<file path="config.mk">
export PLATFORM = sky130hd
export DESIGN_NAME = lim_top
export DESIGN_NICKNAME = d
export VERILOG_FILES = /design/src/design/lim_pkg.sv /design/src/design/lim_latch_route.sv /design/src/design/lim_top.sv
export VERILOG_INCLUDE_DIRS = /design/src /design/src/design
export SDC_FILE = /design/constraint.sdc
export NUM_CORES = 1
export LEC_CHECK = 0
export ABC_AREA = 1
export BUFFER_PORTS_ARGS = -buffer_cell sky130_fd_sc_hd__buf_2
export CORE_MARGIN = 2
export CORE_UTILIZATION = 41
export DETAILED_ROUTE_END_ITERATION = 8
export MAX_ROUTING_LAYER = met4
export PLACE_DENSITY = 0.69
export SYNTH_ARGS = -nofsm -noshare
export SYNTH_HDL_FRONTEND = slang
export SYNTH_HIERARCHICAL = 1
export SYNTH_SLANG_ARGS = --single-unit
</file>
<file path="constraint.sdc">
create_clock -name clk -period 1.19 [get_ports clk]
set_input_delay 0.119 -clock clk [delete_from_list [all_inputs] [get_ports clk]]
set_output_delay 0.119 -clock clk [all_outputs]
set_load 0.01 [all_outputs]
</file>
<file path="src/design/lim_regs.svh">
// Overview of operation
// - Second latch selector uses first latch code table
// - Third latch selector, top digit, same table
// - Polarity A digit 0 inverts terminal zero
// - Polarity A digit 1 inverts terminal one
// - Polarity A digit 2 inverts terminal two
// - Polarity A digit 3 inverts terminal three
// - Polarity B digit 0 inverts terminal four
// - Codes 0 to 7 route that input, active on
// - Codes B and C hold latch inactive
// - Code D routes input five, active off
`ifndef LIM_REGS_SVH
`define LIM_REGS_SVH

// Register byte addresses
`define LIM_ADDR_LATCH_SELECT 4'h0
`define LIM_ADDR_POL_A 4'h4
`define LIM_ADDR_POL_B 4'h8
`define LIM_ADDR_STATUS 4'hC

// Latch selector digit positions within the select register
`define LIM_SEL_FIRST_LSB 4
`define LIM_SEL_SECOND_LSB 8
`define LIM_SEL_THIRD_LSB 12

// Reset values
`define LIM_LATCH_SELECT_RESET 16'h0000
`define LIM_POL_A_RESET 16'h0000
`define LIM_POL_B_RESET 16'h0000

// Writable bit masks: polarity A low bit of each digit, polarity B low bit of digits 0 and 1 only; select all of its top three digits
`define LIM_POL_A_MASK 16'h1111
`define LIM_POL_B_MASK 16'h0011
`define LIM_LATCH_SELECT_MASK 16'hFFF0

`endif

</file>
<file path="src/design/lim_pkg.sv">
package lim_pkg;
	// Latch source selector code, one hexadecimal digit
	typedef logic [3:0] lim_code_t;
	// Classes of selector code
	typedef enum logic [1:0] {
		lim_route_direct,
		lim_route_inverted,
		lim_route_inactive
	} lim_route_e;
endpackage

</file>
<file path="src/design/lim_latch_route.sv">
`timescale 1ns/1ps
`default_nettype none
module lim_latch_route (
	// Clock and reset
	input wire logic clk,
	input wire logic reset,
	// Selector and synchronised input terminals
	input wire logic [3:0] code,
	input wire logic [7:0] inputs,
	// Routed latch signal, active high
	output logic latch
);
	// Decoded route class and the terminal it looks at
	lim_pkg::lim_route_e route;
	logic [2:0] pick;

	// Decode the shared code table
	always_comb begin
		pick = code[2:0];
		if (code[3] == 1'b0) begin
			route = lim_pkg::lim_route_direct;
		end else if (code == 4'hD) begin
			route = lim_pkg::lim_route_inverted;
			pick = 3'h5;
		end else if (code == 4'hE || code == 4'hF) begin
			// Inverted sense of terminals six and seven
			route = lim_pkg::lim_route_inverted;
			pick = {2'h3, code[0]};
		end else begin
			// Codes 8 to C: fixed inactive
			route = lim_pkg::lim_route_inactive;
		end
	end

	// Register the routed level so the output is glitch free
	always_ff @(posedge clk) begin
		if (reset) begin
			latch <= 1'b0;
		end else begin
			case (route)
				lim_pkg::lim_route_direct: latch <= inputs[pick];
				lim_pkg::lim_route_inverted: latch <= ~inputs[pick];
				default: latch <= 1'b0;
			endcase
		end
	end
endmodule
`default_nettype wire

</file>
<file path="src/design/lim_top.sv">
// Chosen here: the placing of the registers and the plain strobed port.
`timescale 1ns/1ps
`default_nettype none
`include "lim_regs.svh"
module lim_top (
	// Clock and reset
	input wire logic clk,
	input wire logic reset,
	// Register port
	input wire logic [3:0] addr,
	input wire logic [31:0] wdata,
	input wire logic wr,
	input wire logic rd,
	output logic [31:0] rdata,
	// Power restart request, one cycle, same clock domain
	input wire logic power_restart,
	// Discrete input terminals from the machine, asynchronous
	input wire logic [7:0] input_terminal,
	// Internal output signals before polarity, same clock domain
	input wire logic [4:0] output_signal,
	// Output terminals towards the machine
	output logic [4:0] output_terminal,
	// Routed external latch signals, active high
	output logic latch_signal_first,
	output logic latch_signal_second,
	output logic latch_signal_third
);
	// Pending settings as software wrote them
	logic [15:0] latch_select;
	logic [15:0] output_polarity_setting_a;
	logic [15:0] output_polarity_setting_b;
	// Live settings used by the routing
	logic [15:0] live_select;
	logic [15:0] live_pol_a;
	logic [15:0] live_pol_b;
	// Two-stage input synchroniser
	logic [7:0] in_meta;
	logic [7:0] in_sync;
	// Live polarity vector for the five terminals
	logic [4:0] invert;
	// Routed latch levels from the selector instances
	logic [2:0] latch_w;

	// Software writes land in the pending copy only
	always_ff @(posedge clk) begin
		if (reset) begin
			latch_select <= `LIM_LATCH_SELECT_RESET;
			output_polarity_setting_a <= `LIM_POL_A_RESET;
			output_polarity_setting_b <= `LIM_POL_B_RESET;
		end else if (wr) begin
			if (addr == `LIM_ADDR_LATCH_SELECT) begin
				latch_select <= wdata[15:0] & `LIM_LATCH_SELECT_MASK;
			end else if (addr == `LIM_ADDR_POL_A) begin
				output_polarity_setting_a <= wdata[15:0] & `LIM_POL_A_MASK;
			end else if (addr == `LIM_ADDR_POL_B) begin
				output_polarity_setting_b <= wdata[15:0] & `LIM_POL_B_MASK;
			end
		end
	end

	// Live copy changes only on a restart, so a half-written set never
	// reaches the terminals while the machine is running
	always_ff @(posedge clk) begin
		if (reset) begin
			live_select <= `LIM_LATCH_SELECT_RESET;
			live_pol_a <= `LIM_POL_A_RESET;
			live_pol_b <= `LIM_POL_B_RESET;
		end else if (power_restart) begin
			live_select <= latch_select;
			live_pol_a <= output_polarity_setting_a;
			live_pol_b <= output_polarity_setting_b;
		end
	end

	// Input terminals are asynchronous: two flops before any use
	always_ff @(posedge clk) begin
		if (reset) begin
			in_meta <= 8'h00;
			in_sync <= 8'h00;
		end else begin
			in_meta <= input_terminal;
			in_sync <= in_meta;
		end
	end

	// Gather the polarity digits into one vector
	always_comb begin
		invert[0] = live_pol_a[0];
		invert[1] = live_pol_a[4];
		invert[2] = live_pol_a[8];
		invert[3] = live_pol_a[12];
		invert[4] = live_pol_b[0];
	end

	// Output terminals: registered, inverted where the digit is 1
	always_ff @(posedge clk) begin
		if (reset) begin
			output_terminal <= 5'h00;
		end else begin
			output_terminal <= output_signal ^ invert;
		end
	end

	// First latch selector, the code table all three share
	lim_latch_route u_first (
		.clk(clk),
		.reset(reset),
		.code(live_select[`LIM_SEL_FIRST_LSB +: 4]),
		.inputs(in_sync),
		.latch(latch_w[0])
	);

	// Second latch selector, same table
	lim_latch_route u_second (
		.clk(clk),
		.reset(reset),
		.code(live_select[`LIM_SEL_SECOND_LSB +: 4]),
		.inputs(in_sync),
		.latch(latch_w[1])
	);

	// Third latch selector in the top digit, same table
	lim_latch_route u_third (
		.clk(clk),
		.reset(reset),
		.code(live_select[`LIM_SEL_THIRD_LSB +: 4]),
		.inputs(in_sync),
		.latch(latch_w[2])
	);

	// Latch outputs come straight from the instances' flops
	always_comb begin
		latch_signal_first = latch_w[0];
		latch_signal_second = latch_w[1];
		latch_signal_third = latch_w[2];
	end

	// Read data one cycle after the strobe, zero otherwise
	always_ff @(posedge clk) begin
		if (reset) begin
			rdata <= 32'h0000_0000;
		end else if (rd) begin
			if (addr == `LIM_ADDR_LATCH_SELECT) begin
				rdata <= {16'h0000, latch_select};
			end else if (addr == `LIM_ADDR_POL_A) begin
				rdata <= {16'h0000, output_polarity_setting_a};
			end else if (addr == `LIM_ADDR_POL_B) begin
				rdata <= {16'h0000, output_polarity_setting_b};
			end else if (addr == `LIM_ADDR_STATUS) begin
				// Live state: latches, terminals, synchronised inputs
				rdata <= {13'h0000, latch_w, 3'h0, output_terminal, in_sync};
			end else begin
				// Unmapped address reads zero
				rdata <= 32'h0000_0000;
			end
		end else begin
			rdata <= 32'h0000_0000;
		end
	end
endmodule
`default_nettype wire

</file>
==> After elaboration in Yosys (flattened, before gate mapping) <==
Cells that the tools add are included.
{ "op_classes": {"n_lt_le_gt_ge": 3, "n_eq_ne": 15, "mux": 31, "bitwise_logic": 8, "reduce_logical": 14} }
{ "op_table": {"columns": ["cell", "count"], "rows": [
  ["16-bit two-way mux", 3],
  ["4-bit == test, second input constant", 11],
  ["3-bit two-way mux", 9],
  ["2-bit two-way mux", 9],
  ["13-bit two-way mux", 1],
  ["3-bit by 4-bit < comparator with 1-bit output, second input constant", 3],
  ["1-bit binary-select mux with 3-bit select", 3],
  ["1-bit inverter", 7],
  ["2-bit by 1-bit == test with 1-bit output, second input constant", 3],
  ["2-bit zero test", 3],
  ["1-bit case mux with 2 select lines", 3],
  ["6-bit OR reduction", 1],
  ["5-bit OR reduction", 1],
  ["5-bit XOR", 1],
  ["4-bit by 3-bit == test with 1-bit output, second input constant", 1],
  ["4-bit zero test", 1],
  ["4-bit AND reduction", 1],
  ["1-bit logical OR", 3],
  ["1-bit two-way mux", 3],
  ["3-bit AND reduction", 1],
  ["3-bit OR reduction", 1],
  ["2-bit AND reduction", 1],
  ["2-bit OR reduction", 1]
]} }
{ "word_totals": {"ff_bits": 91, "input_bits": 54, "output_inout_bits": 40, "wordCells": 88} }

==> Logic depth before layout (Yosys ltp) <==
{ "depth": {"ltp_word": 9, "mapped_depth": 8, "depth_no_buf": 7} }

==> Hierarchy <==
The synthesis kept the hierarchy.
{ "modules_own_cells": {"columns": ["mod", "instances", "cells_per_inst", "area_per_inst_um2"], "rows": [
  ["lim_top", 1, 337, 2839.0],
  ["lim_latch_route", 3, 24, 146.4]
]} }

==> Least setup slack after synthesis <==
No wires, ideal clock.
{ "synth_timing": {"kind": "register to register", "from": "reg live_select[8]", "to": "reg u_second.latch", "setup_ps": 114, "t_arrival_ps": 811, "slack_ps": 265, "stages_incl_launch_ff": 8, "path_cell_list": "dfxtp_1 inv_2 nand2_2 nand3_2 nand3_1 nand2_1 nand2_1 a21oi_2"} }
{ "synth_via": {"elab_chain_len": 9, "word_cells_on_any_way": 16} }
{ "synth_rtl": {"columns": ["element", "line", "text"], "rows": [
  ["from (decl)", "lim_top.sv:33", "logic [15:0] live_select;"],
  ["from (signal assigned)", "lim_top.sv:65", "live_select <= `LIM_LATCH_SELECT_RESET;"],
  ["from (signal assigned)", "lim_top.sv:69", "live_select <= latch_select;"],
  ["4-bit == test", "lim_latch_route.sv:25", "end else if (code == 4'hE || code == 4'hF) begin"],
  ["1-bit logical OR", "lim_latch_route.sv:25", null],
  ["3-bit two-way mux", "lim_latch_route.sv:25", null],
  ["3-bit two-way mux", "lim_latch_route.sv:22", "end else if (code == 4'hD) begin"],
  ["3-bit two-way mux", "lim_latch_route.sv:20", "if (code[3] == 1'b0) begin"],
  ["1-bit binary-select mux with 3-bit select", "lim_latch_route.sv:41, lim_latch_route.sv:42", null],
  ["1-bit two-way mux (implied by the code)", "lim_latch_route.sv:41, lim_latch_route.sv:42", null],
  ["1-bit inverter", "lim_latch_route.sv:42", "lim_pkg::lim_route_inverted: latch <= ~inputs[pick];"],
  ["1-bit case mux with 2 select lines *", "lim_latch_route.sv:40", "case (route)"],
  ["to (signal assigned)", "lim_latch_route.sv:41", "lim_pkg::lim_route_direct: latch <= inputs[pick];"],
  ["to (signal assigned)", "lim_latch_route.sv:42", null],
  ["to (decl)", "lim_latch_route.sv:11", "output logic latch"]
]} }
Every way passes the cells marked *; elsewhere a longest branch is shown, timed or not. The select of a mux whose other input is x is not followed.
A chain may end at the register's enable or synchronous reset.

==> Worst setup path after layout <==
{ "layout_timing": {"from": "reg live_select[12]", "to": "reg u_third.latch"} }
{ "layout_via": {"elab_chain_len": 9, "word_cells_on_any_way": 16} }
{ "layout_rtl": {"columns": ["element", "line"], "rows": [
  ["4-bit == test", "lim_latch_route.sv:25"],
  ["1-bit logical OR", "lim_latch_route.sv:25"],
  ["3-bit two-way mux", "lim_latch_route.sv:25"],
  ["3-bit two-way mux", "lim_latch_route.sv:22"],
  ["3-bit two-way mux", "lim_latch_route.sv:20"],
  ["1-bit binary-select mux with 3-bit select", "lim_latch_route.sv:41, lim_latch_route.sv:42"],
  ["1-bit two-way mux (implied by the code)", "lim_latch_route.sv:41, lim_latch_route.sv:42"],
  ["1-bit inverter", "lim_latch_route.sv:42"],
  ["1-bit case mux with 2 select lines *", "lim_latch_route.sv:40"],
  ["to (signal assigned)", "lim_latch_route.sv:41"],
  ["to (signal assigned)", "lim_latch_route.sv:42"],
  ["to (decl)", "lim_latch_route.sv:11"]
]} }
Marks and branches as above.

==> qor.yml <==
root_buffer: "clkbuf_8"
die-area_um2: 8730
crit_slowest_cell: "dfxtp_1"
hold_end: "output_terminal[4]$_SDFF_PP0_"
hold_viol_final: 0
status: "complete, no violations"
grt_pass1_vias: 2426
skew_ns: 0.00819
drcViolationCount: 0
setup_tns_ns: 0
initial_core_util_pct: 42.4
final_common_cell: "dfxtp_1"
wl_per_cell_um: 11.7
crit_chain: "inv_2 > nand2_1 > nand3_1 > nand3b_1 > nand2_1 > nand2_1 > a21oi_2"
grt_start_max_net_pins: 38
timing.rr.start: "live_select[12]$_SDFFE_PP0P_"
fin_cells: 594
viasPerCell: 4.48
groute.usage.overall_pct: 17.4
cp_common_cell: "nand2_1"
via_count: 2662
fin_crit_sh_pct: 89.7
grt_pass1_wl_um: 11500
r2r_cells: 7
finalSetupViolCount: 0
placed_cells: 570
drt-initial-drc-count: 113
nets: 541
rows: 32
crit_required_ns: 1.41
place_congestion: 0.856
yosys_warnings: 6
startpoint: "live_select[12]$_SDFFE_PP0P_"
final.min_clock_period_ns: 1.07
regToRegSetupSlack_ns: 0.12
syn-cell-area_um2: 3280
drive_above_1_share_pct: 31.7
ios: 94
htree_num_levels: 3
cts_sinks: 78
cp-start-kind: "register"
cts_tree: "yes"
max_clock_freq_mhz: 937
core_um2: 7730
antenna_found_initial: 0
power.leakage_uw: 0.00175
worstPathMaxFanout: 6
ys_types: 26
die_w_um: 93.4
syn_inst: 409
layout_common_cells: "77 x dfxtp_1, 67 x nand2_1, 63 x nor2_1"
crit_type: "reg -> reg"
avgSynthCellArea_um2: 8.02
cts_buffers: 9
min_path_cells: 3
io_buffers: 61
drt_pre_antenna_iters: 4
ys_ff_latch: 78
clock_latency_ns: 0.35
clk_pin_slew_ns: 0.08
seq_area_frac_synth_pct: 47.6
fp.dieH_um: 93.4
rsz0062_at_grt: "no"
antenna_left: 0
final_max_slew_viol_count: 0
diodes: 0
p_per_area_nw_per_um2: 1310
cts_buffer_depth: 2
grt_overflow: 0
area_growth_syn_to_layout_pct: 21.9
fillers: 755
max_cap_viol_count: 0
crit_path_end_kind: "register"
drt_wl_total_um: 6940
min_path_type: "in -> reg"
hold_path.startpoint: "output_signal[4]"
r2r_end: "u_third/latch$_SDFF_PP0_"
peakVddDrop_mv: 0.636
dpl.hpwl_um: 5030
crit_path_max_incr_delay_ns: 0.43
arrival_ns: 1.29
==> area by class of cell <==
class / instances / area, um2 / share of cell area (%)
Clock buffer: 11 / 141 / 3.54
Clock inverter: 5 / 58.8 / 1.47
Inverter: 54 / 203 / 5.07
Multi-Input combinational cell: 261 / 1380 / 34.4
Sequential cell: 78 / 1560 / 39.1
Tap cell: 102 / 128 / 3.19
Timing Repair Buffer: 83 / 528 / 13.2
==> power breakdown <==
part           switching [uW]  internal (uW)  total [uW]
Clock                     970           1030        2000
Combinational             292            200         492
Sequential               65.3           2690        2760
Total                    1330           3920        5250
==> critical path, delay by kind of cell, from the launching register on <==
kind                   cells  cell delay, ns
DFF                        1            0.43
AOI/OAI and AO/OA          1            0.05
buffers and inverters      1            0.10
and+or+nand+nor            5            0.36
==> flip-flops by register name, indices dropped and copies added, names as in the netlist, 4 cells and up <==
signal / cells
in_meta: 8
in_sync: 8
latch_select: 12
live_pol_a: 4
live_select: 12
output_polarity_setting_a: 4
output_terminal: 5
rdata: 19
==> worst max path at each step <==
| stage | slack, ns | end | depth (start not counted) |
|---|---|---|---|
| finish | 0.12 | u_third/latch$_SDFF_PP0_ | 7 |
| global route | 0.006 | u_third/latch$_SDFF_PP0_ | 7 |
| CTS | 0.10 | u_second/latch$_SDFF_PP0_ | 7 |
| detailed placement | 0.1 | rdata[4]$_SDFF_PP0_ | 8 |
| global placement | 0.13 | rdata[4]$_SDFF_PP0_ | 8 |
| floorplan | 0.27 | u_second/latch$_SDFF_PP0_ | 7 |
==> cells by family after synthesis <==
family | synth area share, %
compound gates | 10.0
xor+xnor | 1.34
buf+inv | 11.8
flops | 47.6
other cells | 0.114
simple gates | 29.1
==> stage by stage <==
stage / power [uW] / util [%] / instance area, um2 / hold WS, ns / setup WS, ns
6_report: 5250 / 51.7 / 4000 / 0.0124 / 0.122
5_1_grt: 5470 / 51.7 / 4000 / 0.00466 / 0.00590
4_1_cts: 5290 / 51.7 / 4000 / 0.00568 / 0.104
3_5_place_dp: 3300 / 48.1 / 3720 / 0.324 / 0.0995
3_3_place_gp: 3280 / 48.1 / 3720 / 0.325 / 0.135
2_1_floorplan: 3150 / - / 3320 / 0.181 / 0.265
==> metal layers <==
layer	part of all wire, %	global-route usage [%]
met1	46	22.2
met3	6.0	3.46
met5	0	-
met4	0.91	7.35
met2	47	27.0
==> cells in the mapped netlist, drive strengths merged <==
cell type	n	area [um2]
dfxtp	78	1560
nand2	78	320
nor2	68	288
inv	53	199
nand3	40	318
a21oi	27	184
buf	26	175
o21ai	26	145
xnor2	5	43.8
nand3b	3	22.5
clkbuf	2	7.51
clkinv	1	3.75
conb	1	3.75
nand4	1	6.26
==> repair_timing <==
| item | CTS | global route |
|---|---|---|
| hold buffers | 8 | 0 |
| endpoints found under the hold margin | 8 | 0 |
| setup endpoints to repair | 0 | 1 |
| resized for setup | 0 | 1 |
| buffers inserted | 0 | 0 |
Power figures use the tool's default switching activity.
